===== src/hdl/mbs_defines.svh =====
`ifndef MBS_DEFINES_SVH
`define MBS_DEFINES_SVH
`define MBS_START_SHORT 8'h10
`define MBS_START_LONG 8'h68
`define MBS_STOP 8'h16
`define MBS_ACK 8'hE5
`define MBS_C_NKE 8'h40
`define MBS_C_UD 8'h53
`define MBS_C_REQ 8'h5B
`define MBS_C_RSP 8'h08
`define MBS_FCB_BIT 5
`define MBS_FCV_BIT 4
`define MBS_PRM_BIT 6
`define MBS_FN_MASK 8'hDF
`define MBS_REQ_MASK 8'hCF
`define MBS_CI_SEND 8'h51
`define MBS_CI_SEL 8'h52
`define MBS_CI_RSP 8'h72
`define MBS_CI_MODE_BIT 2
`define MBS_ADDR_MAX 8'hFA
`define MBS_ADDR_SEC 8'hFD
`define MBS_ADDR_P2P 8'hFE
`define MBS_ADDR_BC 8'hFF
`define MBS_L_OVH 8'h03
`define MBS_HDR_LEN 8'h0C
`define MBS_REC_MAX 8'hEA
`define MBS_MEDIUM 8'h02
`define MBS_MDH_LAST 8'h0F
`define MBS_MDH_MORE 8'h1F
`define MBS_BAUD_HZ 2400
`define MBS_CLK_HZ 200000000
`define MBS_BIT_CYC (`MBS_CLK_HZ / `MBS_BAUD_HZ)
`define MBS_FRAME_BITS 4'hB
`endif


===== src/hdl/mbs_pkg.sv =====
package mbs_pkg;
   typedef enum logic [3:0] {
      RX_IDLE = 4'b0000,
      RX_LEN1 = 4'b0001,
      RX_LEN2 = 4'b0011,
      RX_ST2 = 4'b0010,
      RX_C = 4'b0110,
      RX_A = 4'b0111,
      RX_CI = 4'b0101,
      RX_DATA = 4'b0100,
      RX_SUM = 4'b1100,
      RX_STOP = 4'b1101
   } mbs_rx_t;
   typedef enum logic [1:0] {
      TX_IDLE = 2'b00,
      TX_ACK = 2'b01,
      TX_RSP = 2'b11
   } mbs_tx_t;
endpackage


===== src/hdl/mbs_fifo.sv =====
module mbs_fifo #(
   parameter int WIDTH = 8,
   parameter int DEPTH = 16
) (
   // Clock and reset
   input wire logic clock,
   input wire logic rst,
   // Fill side
   input wire logic in_valid,
   output logic in_ready,
   input wire logic [WIDTH-1:0] in_data,
   // Drain side
   output logic out_valid,
   input wire logic out_ready,
   output logic [WIDTH-1:0] out_data
);
   localparam int AW = $clog2(DEPTH);
   logic [WIDTH-1:0] mem [DEPTH];
   logic [AW-1:0] wp_r;
   logic [AW-1:0] rp_r;
   logic [AW:0] cnt_r;
   wire push = in_valid && in_ready;
   wire pop = out_valid && out_ready;
   assign in_ready = cnt_r != (AW+1)'(DEPTH);
   assign out_valid = cnt_r != '0;
   assign out_data = mem[rp_r];
   always_ff @(posedge clock or posedge rst)
   begin
      if (rst)
      begin
         wp_r <= '0;
         rp_r <= '0;
         cnt_r <= '0;
      end
      else
      begin
         if (push)
            wp_r <= (wp_r == AW'(DEPTH - 1)) ? '0 : wp_r + 1'b1;
         if (pop)
            rp_r <= (rp_r == AW'(DEPTH - 1)) ? '0 : rp_r + 1'b1;
         cnt_r <= cnt_r + (AW+1)'(push) - (AW+1)'(pop);
      end
   end
   always_ff @(posedge clock)
   begin
      if (push)
         mem[wp_r] <= in_data;
   end
endmodule


===== src/hdl/mbs_slave.sv =====
`include "mbs_defines.svh"
// What this block does
// - Every frame field is exactly one eight-bit byte.
// - Length field equals user data bytes plus three, sent twice in long frames.
// - Control bit 7 zero, bit 6 set from master, replies clear bits 6..4.
// - With frame-count-valid clear the frame-count bit is ignored.
// - Toggled valid frame-count on data request advances to next telegram, else repeat.
// - Initialization telegram clears the stored frame-count state.
// - One frame-count state serves primary, secondary and point-to-point addressing.
// - Function codes: 40h init, 53h/73h send data, 4Bh/5Bh/6Bh/7Bh data request.
// - Data replies use control code 08h.
// - Address 0 at manufacture; 1 to 250 are primary addresses.
// - Address 253 selects secondary addressing; 251 and 252 do nothing.
// - Point-to-point address 254 gets a reply carrying own primary address.
// - Broadcast address 255 is accepted but never answered.
// - Byte-order mode bit of control-information clear; multibyte values LSB first.
// - Master uses 51h send, 52h select; meter answers with 72h.
// - Reply user data is 12-byte header, records, then one-byte trailer.
// - Header: 4-byte serial, 2-byte maker, version, medium, access, status, signature.
// - Medium byte is 02h and signature bytes are both zero.
// - Access number increments on every successful access.
// - Status bits: busy, internal, power low, permanent, temporary, installation.
// - Total data record length never exceeds 234 bytes.
// - Record: info byte, extensions, value byte, extensions, then data.
// - Bytes framed as start, eight data LSB first, even parity, stop; idle mark.
// - Short frames start 10h, long 68h twice, both end with 16h.
// - Receipt is acknowledged by the single character E5h.
// - Checksum is modulo-256 sum from control through last user data.
module mbs_slave #(
   parameter int BIT_CYC = `MBS_BIT_CYC,
   parameter int REC_DEPTH = 16,
   parameter int FIFO_DEPTH = 16
) (
   // System
   input wire logic clock,
   input wire logic rst,
   // Serial link
   input wire logic rxd,
   output logic txd,
   // Meter identity and status
   input wire logic [7:0] primary_addr,
   input wire logic [31:0] serial_bcd,
   input wire logic [15:0] maker_code,
   input wire logic [7:0] version,
   input wire logic [5:0] status_flags,
   // Data records for replies
   input wire logic rec_valid,
   output logic rec_ready,
   input wire logic [7:0] rec_data,
   input wire logic rec_last,
   input wire logic rec_more,
   // Received user data, next_tel and frame_err pulses, access number
   output logic ud_valid,
   output logic [7:0] ud_data,
   output logic ud_last,
   output logic next_tel,
   output logic frame_err,
   output logic [7:0] access_no
);
   // Bit-rate receiver, samples mid bit
   localparam int HALF = BIT_CYC / 2;
   localparam int CW = $clog2(BIT_CYC + 1);
   logic [CW-1:0] rcnt_r;
   logic [3:0] rbit_r;
   logic [9:0] rsh_r;
   logic rbusy_r;
   logic rb_stb;
   wire rtick = rcnt_r == CW'(BIT_CYC - 1);
   wire [7:0] rbyte = rsh_r[8:1];
   wire rok = (^rsh_r[9:1] == 1'b0) && rxd && !rsh_r[0];
   always_ff @(posedge clock or posedge rst)
   begin
      if (rst)
      begin
         rcnt_r <= '0;
         rbit_r <= '0;
         rsh_r <= '0;
         rbusy_r <= 1'b0;
         rb_stb <= 1'b0;
      end
      else
      begin
         rb_stb <= 1'b0;
         if (!rbusy_r)
         begin
            if (!rxd)
            begin
               rbusy_r <= 1'b1;
               rcnt_r <= CW'(BIT_CYC - HALF);
               rbit_r <= '0;
            end
         end
         else if (rtick)
         begin
            rcnt_r <= '0;
            if (rbit_r == `MBS_FRAME_BITS - 4'h1)
            begin
               rbusy_r <= 1'b0;
               rb_stb <= rok;
            end
            else
            begin
               rsh_r <= {rxd, rsh_r[9:1]};
               rbit_r <= rbit_r + 4'h1;
            end
         end
         else
            rcnt_r <= rcnt_r + CW'(1);
      end
   end

   // Frame parser
   mbs_pkg::mbs_rx_t st_r;
   logic long_r;
   logic [7:0] len_r;
   logic [7:0] left_r;
   logic [7:0] c_r;
   logic [7:0] a_r;
   logic [7:0] ci_r;
   logic [7:0] sum_r;
   logic fcb_r;
   logic fcb_known_r;
   logic tel_ok;
   wire [7:0] fn = c_r & `MBS_FN_MASK;
   wire is_nke = !long_r && c_r == `MBS_C_NKE;
   // Request decoded with the frame-count-valid bit free, so a request without it still answers
   wire is_req = !long_r && (c_r & `MBS_REQ_MASK) == (`MBS_C_REQ & `MBS_REQ_MASK);
   wire is_ud = long_r && fn == `MBS_C_UD;
   wire ci_ok = ci_r == `MBS_CI_SEND || ci_r == `MBS_CI_SEL;
   wire a_prim = a_r == primary_addr && primary_addr <= `MBS_ADDR_MAX;
   wire a_match = a_prim || a_r == `MBS_ADDR_SEC || a_r == `MBS_ADDR_P2P
                  || a_r == `MBS_ADDR_BC;
   wire a_bc = a_r == `MBS_ADDR_BC;
   wire c_ok = !c_r[7] && c_r[`MBS_PRM_BIT];
   wire fn_ok = is_nke || is_req || (is_ud && ci_ok);
   wire fcv = c_r[`MBS_FCV_BIT];
   wire fcb = c_r[`MBS_FCB_BIT];
   wire advance = is_req && fcv && fcb_known_r && fcb != fcb_r;
   always_ff @(posedge clock or posedge rst)
   begin
      if (rst)
      begin
         st_r <= mbs_pkg::RX_IDLE;
         long_r <= 1'b0;
         len_r <= '0;
         left_r <= '0;
         c_r <= '0;
         a_r <= '0;
         ci_r <= '0;
         sum_r <= '0;
         tel_ok <= 1'b0;
         frame_err <= 1'b0;
         ud_valid <= 1'b0;
         ud_data <= '0;
         ud_last <= 1'b0;
      end
      else
      begin
         tel_ok <= 1'b0;
         frame_err <= 1'b0;
         ud_valid <= 1'b0;
         ud_last <= 1'b0;
         if (rb_stb)
         begin
            case (st_r)
               mbs_pkg::RX_IDLE:
               begin
                  sum_r <= '0;
                  if (rbyte == `MBS_START_SHORT)
                  begin
                     long_r <= 1'b0;
                     st_r <= mbs_pkg::RX_C;
                  end
                  else if (rbyte == `MBS_START_LONG)
                  begin
                     long_r <= 1'b1;
                     st_r <= mbs_pkg::RX_LEN1;
                  end
               end
               mbs_pkg::RX_LEN1:
               begin
                  len_r <= rbyte;
                  st_r <= (rbyte >= `MBS_L_OVH) ? mbs_pkg::RX_LEN2 : mbs_pkg::RX_IDLE;
               end
               mbs_pkg::RX_LEN2:
                  st_r <= (rbyte == len_r) ? mbs_pkg::RX_ST2 : mbs_pkg::RX_IDLE;
               mbs_pkg::RX_ST2:
                  st_r <= (rbyte == `MBS_START_LONG) ? mbs_pkg::RX_C : mbs_pkg::RX_IDLE;
               mbs_pkg::RX_C:
               begin
                  c_r <= rbyte;
                  sum_r <= rbyte;
                  st_r <= mbs_pkg::RX_A;
               end
               mbs_pkg::RX_A:
               begin
                  a_r <= rbyte;
                  sum_r <= sum_r + rbyte;
                  left_r <= len_r - `MBS_L_OVH;
                  st_r <= long_r ? mbs_pkg::RX_CI : mbs_pkg::RX_SUM;
               end
               mbs_pkg::RX_CI:
               begin
                  ci_r <= rbyte;
                  sum_r <= sum_r + rbyte;
                  st_r <= (left_r == '0) ? mbs_pkg::RX_SUM : mbs_pkg::RX_DATA;
               end
               mbs_pkg::RX_DATA:
               begin
                  sum_r <= sum_r + rbyte;
                  left_r <= left_r - 8'h01;
                  ud_valid <= 1'b1;
                  ud_data <= rbyte;
                  ud_last <= left_r == 8'h01;
                  if (left_r == 8'h01)
                     st_r <= mbs_pkg::RX_SUM;
               end
               mbs_pkg::RX_SUM:
               begin
                  frame_err <= rbyte != sum_r;
                  st_r <= (rbyte == sum_r) ? mbs_pkg::RX_STOP : mbs_pkg::RX_IDLE;
               end
               mbs_pkg::RX_STOP:
               begin
                  tel_ok <= rbyte == `MBS_STOP && a_match && c_ok && fn_ok;
                  frame_err <= rbyte != `MBS_STOP;
                  st_r <= mbs_pkg::RX_IDLE;
               end
               default:
                  st_r <= mbs_pkg::RX_IDLE;
            endcase
         end
      end
   end

   // Single frame-count state for every addressing mode
   always_ff @(posedge clock or posedge rst)
   begin
      if (rst)
      begin
         fcb_r <= 1'b0;
         fcb_known_r <= 1'b0;
         access_no <= '0;
         next_tel <= 1'b0;
      end
      else
      begin
         next_tel <= 1'b0;
         if (tel_ok)
         begin
            access_no <= access_no + 8'h01;
            if (is_nke)
            begin
               fcb_r <= 1'b0;
               fcb_known_r <= 1'b1;
            end
            else if (is_req && fcv)
            begin
               fcb_r <= fcb;
               fcb_known_r <= 1'b1;
               next_tel <= advance;
            end
         end
      end
   end

   // Reply record buffer
   logic f_valid;
   logic f_ready;
   logic [9:0] f_data;
   logic f_in_ready;
   mbs_fifo #(.WIDTH(10), .DEPTH(FIFO_DEPTH)) u_fifo (
      .clock(clock),
      .rst(rst),
      .in_valid(rec_valid),
      .in_ready(f_in_ready),
      .in_data({rec_more, rec_last, rec_data}),
      .out_valid(f_valid),
      .out_ready(f_ready),
      .out_data(f_data)
   );
   // Fill count kept here so the reply length is known before the records leave
   localparam int QW = $clog2(FIFO_DEPTH) + 1;
   logic [QW-1:0] qcnt_r;
   wire q_push = rec_valid && f_in_ready;
   wire q_pop = f_valid && f_ready;
   wire [QW-1:0] qcnt_nxt = qcnt_r + QW'(q_push) - QW'(q_pop);
   always_ff @(posedge clock or posedge rst)
   begin
      if (rst)
      begin
         qcnt_r <= '0;
         rec_ready <= 1'b1;
      end
      else
      begin
         qcnt_r <= qcnt_nxt;
         rec_ready <= qcnt_nxt != QW'(FIFO_DEPTH);
      end
   end

   // Transmitter
   mbs_pkg::mbs_tx_t tst_r;
   logic [CW-1:0] tcnt_r;
   logic [3:0] tbit_r;
   logic [10:0] tsh_r;
   logic tbusy_r;
   logic [7:0] idx_r;
   logic [7:0] tsum_r;
   logic [7:0] rlen_r;
   logic [7:0] nrec_r;
   logic rec_done_r;
   logic more_r;
   logic [7:0] reply_a_r;
   logic [7:0] tx_byte;
   wire tload = !tbusy_r;
   // Reply byte index: 0 start,1-2 L,3 start,4 C,5 A,6 CI,7-18 header,records,MDH,sum,stop
   localparam logic [7:0] HDR0 = 8'h07;
   wire [7:0] hidx = idx_r - HDR0;
   wire in_rec = idx_r >= HDR0 + `MBS_HDR_LEN && !rec_done_r;
   logic [7:0] hdr_byte;
   always_comb
   begin
      case (hidx[3:0])
         4'h0: hdr_byte = serial_bcd[7:0];
         4'h1: hdr_byte = serial_bcd[15:8];
         4'h2: hdr_byte = serial_bcd[23:16];
         4'h3: hdr_byte = serial_bcd[31:24];
         4'h4: hdr_byte = maker_code[7:0];
         4'h5: hdr_byte = maker_code[15:8];
         4'h6: hdr_byte = version;
         4'h7: hdr_byte = `MBS_MEDIUM;
         4'h8: hdr_byte = access_no;
         4'h9: hdr_byte = {2'b00, status_flags};
         default: hdr_byte = 8'h00;
      endcase
   end
   wire [7:0] tail = idx_r - HDR0 - `MBS_HDR_LEN - rlen_r;
   always_comb
   begin
      tx_byte = 8'h00;
      if (tst_r == mbs_pkg::TX_ACK)
         tx_byte = `MBS_ACK;
      else if (idx_r == 8'h00 || idx_r == 8'h03)
         tx_byte = `MBS_START_LONG;
      else if (idx_r == 8'h01 || idx_r == 8'h02)
         // Fixed from the buffer fill at request time: load one telegram's records only
         tx_byte = nrec_r + `MBS_HDR_LEN + 8'h01 + `MBS_L_OVH;
      else if (idx_r == 8'h04)
         tx_byte = `MBS_C_RSP;
      else if (idx_r == 8'h05)
         tx_byte = reply_a_r;
      else if (idx_r == 8'h06)
         tx_byte = `MBS_CI_RSP;
      else if (idx_r < HDR0 + `MBS_HDR_LEN)
         tx_byte = hdr_byte;
      else if (in_rec)
         tx_byte = f_data[7:0];
      else if (tail == 8'h00)
         tx_byte = more_r ? `MBS_MDH_MORE : `MBS_MDH_LAST;
      else if (tail == 8'h01)
         tx_byte = tsum_r;
      else
         tx_byte = `MBS_STOP;
   end
   wire rec_stall = in_rec && !f_valid;
   wire tx_go = tload && tst_r != mbs_pkg::TX_IDLE && !rec_stall;
   assign f_ready = tx_go && in_rec;
   wire [7:0] last_idx = HDR0 + `MBS_HDR_LEN + rlen_r + 8'h02;
   always_ff @(posedge clock or posedge rst)
   begin
      if (rst)
      begin
         tst_r <= mbs_pkg::TX_IDLE;
         tcnt_r <= '0;
         tbit_r <= '0;
         tsh_r <= '1;
         tbusy_r <= 1'b0;
         idx_r <= '0;
         tsum_r <= '0;
         rlen_r <= '0;
         nrec_r <= '0;
         rec_done_r <= 1'b0;
         more_r <= 1'b0;
         reply_a_r <= '0;
         txd <= 1'b1;
      end
      else
      begin
         txd <= tbusy_r ? tsh_r[0] : 1'b1;
         if (tbusy_r)
         begin
            if (tcnt_r == CW'(BIT_CYC - 1))
            begin
               tcnt_r <= '0;
               tsh_r <= {1'b1, tsh_r[10:1]};
               tbit_r <= tbit_r + 4'h1;
               if (tbit_r == `MBS_FRAME_BITS - 4'h1)
                  tbusy_r <= 1'b0;
            end
            else
               tcnt_r <= tcnt_r + CW'(1);
         end
         if (tst_r == mbs_pkg::TX_IDLE && tel_ok && !a_bc)
         begin
            tst_r <= is_req ? mbs_pkg::TX_RSP : mbs_pkg::TX_ACK;
            idx_r <= '0;
            tsum_r <= '0;
            rlen_r <= '0;
            nrec_r <= (8'(qcnt_r) > `MBS_REC_MAX) ? `MBS_REC_MAX : 8'(qcnt_r);
            rec_done_r <= qcnt_r == '0;
            more_r <= 1'b0;
            reply_a_r <= primary_addr;
         end
         else if (tx_go)
         begin
            tbusy_r <= 1'b1;
            tcnt_r <= '0;
            tbit_r <= '0;
            tsh_r <= {1'b1, ^tx_byte, tx_byte, 1'b0};
            idx_r <= idx_r + 8'h01;
            if (idx_r >= 8'h04)
               tsum_r <= tsum_r + tx_byte;
            if (in_rec)
            begin
               rlen_r <= rlen_r + 8'h01;
               rec_done_r <= f_data[8] || rlen_r + 8'h01 == nrec_r;
               more_r <= f_data[9];
            end
            if (tst_r == mbs_pkg::TX_ACK || idx_r == last_idx)
               tst_r <= mbs_pkg::TX_IDLE;
         end
      end
   end
   AST_NKE_CLR: assert property (@(posedge clock) disable iff (rst)
      tel_ok && is_nke |=> !fcb_r) else $error("init did not clear frame count");
   AST_ACC_INC: assert property (@(posedge clock) disable iff (rst)
      tel_ok |=> access_no == $past(access_no) + 8'h01) else $error("access not counted");
   AST_NO_BC: assert property (@(posedge clock) disable iff (rst)
      tel_ok && a_bc && tst_r == mbs_pkg::TX_IDLE |=> tst_r == mbs_pkg::TX_IDLE)
      else $error("broadcast answered");
   AST_ADV: assert property (@(posedge clock) disable iff (rst)
      tel_ok && is_req && !fcv |=> !next_tel) else $error("ignored frame count used");
   AST_TOGGLE: assert property (@(posedge clock) disable iff (rst)
      tel_ok && advance |=> next_tel && fcb_r == !$past(fcb_r)) else $error("toggle missed");
   AST_IDLE_MARK: assert property (@(posedge clock) disable iff (rst)
      !tbusy_r && !$past(tbusy_r) |-> txd) else $error("line not idle at mark");
   AST_REC_MAX: assert property (@(posedge clock) disable iff (rst)
      rlen_r <= `MBS_REC_MAX) else $error("record length over limit");
   AST_DROP: assert property (@(posedge clock) disable iff (rst)
      tel_ok |-> a_match) else $error("foreign telegram accepted");
endmodule


===== config.mk =====
export PLATFORM = sky130hd
export DESIGN_NAME = mbs_slave
export DESIGN_NICKNAME = d
export VERILOG_FILES = /design/src/hdl/mbs_pkg.sv /design/src/hdl/mbs_fifo.sv /design/src/hdl/mbs_slave.sv
export VERILOG_INCLUDE_DIRS = /design/src /design/src/hdl
export SDC_FILE = /design/constraint.sdc
export NUM_CORES = 1
export LEC_CHECK = 0
export BUFFER_PORTS_ARGS = -buffer_cell sky130_fd_sc_hd__clkbuf_2
export CAP_MARGIN = 40
export CORE_MARGIN = 4
export CORE_UTILIZATION = 30
export CTS_BUF_LIST = sky130_fd_sc_hd__clkbuf_16
export CTS_CLUSTER_DIAMETER = 150
export DETAILED_ROUTE_END_ITERATION = 8
export MAX_ROUTING_LAYER = met4
export SLEW_MARGIN = 30
export SYNTH_ARGS = -nofsm -noshare
export SYNTH_HDL_FRONTEND = slang
export SYNTH_HIERARCHICAL = 1
export SYNTH_SLANG_ARGS = --single-unit

===== constraint.sdc =====
create_clock -name clock -period 11.3 [get_ports clock]
set_input_delay 0.565 -clock clock [delete_from_list [all_inputs] [get_ports clock]]
set_output_delay 0.565 -clock clock [all_outputs]
set_load 0.03 [all_outputs]

==> results.md <==
* Leak at 9.08 nW
* Commonest non-fill, non-tap cell in the layout: nand2_1
* Yosys warns at 6
* Final hold slack at 0.0927 ns
* Crit end category: flop
* Gr ovfl total at 0
* Num CTS Buffers at 39
* Worst VDD drop at 0.0000838 V
* Outcome: completed
* Residual DRC at 0
* Initial DRC Count at 1,065
* Unrepaired setup endpoints after global routing: false
* Measured slew at the worst slew-check pin at 0.741 ns
* Worst Skew at 0.0147 ns
* First-pass GRT wire length at 77,500 um
* Worst flop-to-flop path startpoint: idx_r[0]
* Setup slack after layout at 5.27 ns
* Die W at 262 um
* Crit share post-route at 53.3%
* Die H at 262 um
* Final Hold Viols at 0
* Power per Cell Area at 142 mW/mm^2
* Synth top area share at 24.8%
* Most frequent cells in the layout: nand2_1, dfrtp_1, edfxtp_1
* Syn Area/Cell at 10.8 um^2
* NumNets Final at 2,037
* Drt total wl at 49,500 um
* WP data required at 11.72 ns
* Final RePlAce weighted congestion at 0.919
* Register area share after synthesis at 51.1%
* Crit-path max FO at 21
* Fmax at 0.166 GHz
* Post-detail-place hpwl at 35,500 um
* Routed via count at 14,254
* Synth unique cells at 83
* Post-Syn Area at 0.0194 mm^2
* CTS Root Cell: clkbuf_16
* CTS tree: built
* Storage element area at 0.00990 mm^2
* CTS Sinks at 363
* Post-Synthesis Cells at 1,788
* Fraction of registers with async set or reset after synthesis at 55.9%
* Synth Register Bits at 363
* Crit path arrival time at 6.45 ns
* Worst Hold Class: input port to async pin
* Slew Viols, Final at 0
* Min Tclk post-route at 6.03 ns
* I/O pins at 106
* Syn_nets at 1,951
* Top cells by area, synth: edfxtp_1, dfrtp_1, ha_1
* Max_cap viols at 0
* Setup Buffers After CTS at 0
* PortBufs at 105
* Routed len/inst at 18.0 um
* Cell taking the most area after synthesis: edfxtp_1
* Largest net degree at the start of global routing at 71
* Antenna viol nets, final at 0
* Initial Util at 30.5%
* Insertion delay to the later sink of the worst-skew pair at 0.55 ns
* Final core utilization at 34.9%
* Setup total negative slack at 0 ns
* Number of synthesized flops with an enable pin at 160
* Initial DRT Pass Iterations at 5
* Die area at 0.0687 mm^2
* R2R cell count at 23
* Rows at 92
* Post-cts resize count at 0
* Core region area at 0.0635 mm^2
* Main flop type after synthesis: dfrtp_1
* Layout area overhead at 14.3%
* Critical path class: flop to flop
* Total track usage at 14.5%
* Clock-pin slew on the worst setup and hold paths at 0.06 ns
* Fillers at 6,306
* Vias in the first global route at 13,851
* Reg2reg setup slack at 5.27 ns
* Vias/cell at 5.18
* Worst R2R End: tsum_r[7]
* DP Worst Slack at 5.38 ns
* Initial antenna violation count at 1
* Final setup vio count at 0
* Layout cells sized above 1 at 15.9%
* Worst rel slew slack at 50.6%
* CP Launch Type: flop
* H-tree levels at 2
* Multi-input gate area at 0.00881 mm^2
* Hold bufs inserted after CTS at 0
* Bufs on Longest Clock Path at 3
cell usage after synthesis (8+ instances only):
cell / number
and3_1: 26
nand3_1: 58
nor2b_1: 13
xor2_1: 48
clkbuf_1: 66
nor2_1: 124
a32oi_1: 8
mux2_2: 34
ha_1: 74
nand2_1: 195
xnor2_1: 64
o21ai_0: 131
dfstp_2: 13
a31oi_1: 20
nor3_1: 36
mux4_2: 40
mux2i_1: 15
or3_1: 8
inv_1: 85
nand2b_1: 19
edfxtp_1: 160
and2_1: 16
nand4_1: 27
buf_2: 8
o31ai_1: 16
o22ai_1: 12
nor4_1: 11
a21o_1: 13
buf_1: 10
a21oi_1: 68
a22oi_1: 33
dfrtp_1: 190
a22o_1: 9
power breakdown:
group          internal (mW)  switching (mW)  total (mW)
Sequential              1.49          0.0697        1.56
Clock                  0.723           0.524        1.25
Combinational          0.138           0.195       0.333
kinds of logic after synthesis:
| group | share of synthesized area (%) |
|---|---|
| flops | 51.1 |
| fa+ha+maj | 5.35 |
| mux | 7.55 |
| compound gates | 12.8 |
| buf+inv | 3.58 |
| xor+xnor | 5.06 |
| simple gates | 14.6 |
routing by layer:
| metal | part of all wire (%) | wire length, um | global-route usage, % |
|---|---|---|---|
| met4 | 2.5 | 1230 | 4.22 |
| met2 | 46 | 22600 | 22.6 |
| met1 | 45 | 22400 | 19.2 |
| met5 | 0 | 0 | - |
| met3 | 6.7 | 3320 | 3.04 |
area by class of cell:
| type | count | area share [%] |
|---|---|---|
| tap | 846 | 4.78 |
| clock inverter | 32 | 1.18 |
| inverter | 86 | 1.49 |
| timing repair buffer | 134 | 3.64 |
| clock buffer | 39 | 4.41 |
| antenna | 1 | 0.0113 |
| sequential | 363 | 44.7 |
| multi-input combinational | 1250 | 39.8 |
registers in the layout, summed over array words and instances, names as in the netlist, 10 cells and up:
name and flops:
rcnt_r 17, rsh_r 10, tcnt_r 17, tsh_r 11, u_fifo/mem 160
metrics by stage:
step	cells	total power, mW	instance area [um^2]
floorplan	1788	1.79	19400
global placement	2668	1.89	20800
detailed placement	2674	1.92	20800
CTS	2745	3.18	22100
global route	2751	3.28	22100
finish	2751	3.14	22100
worst max path at each step:
stage,start,endpoint,depth (start not counted)
after CTS,idx_r[0],tsum_r[7],23
final,idx_r[0],tsum_r[7],23
after detailed placement,idx_r[0],tsum_r[7],23
after global placement,idx_r[0],tsum_r[7],23
after global routing,idx_r[0],tsum_r[7],23
after floorplan,rst,a_r[0],1
critical path, cell delays in order, from the launching register on:
cell	delay [ns]
dfrtp_1	0.57
ha_1	0.71
a21oi_1	0.18
xnor2_1	0.17
ha_1	0.28
inv_1	0.04
ha_1	0.36
or3b_2	0.46
a21oi_1	0.13
nor3b_1	0.08
a2111oi_4	0.38
o21ai_2	0.15
o31ai_1	0.26
a31oi_1	0.24
ha_1	0.34
a21o_1	0.18
a21o_1	0.19
a21o_1	0.19
nand2_1	0.05
o21ai_0	0.09
a211oi_1	0.32
o21ai_0	0.14
a41oi_1	0.28
o31ai_1	0.11
Note: power is estimated with default switching activity, not from simulation.
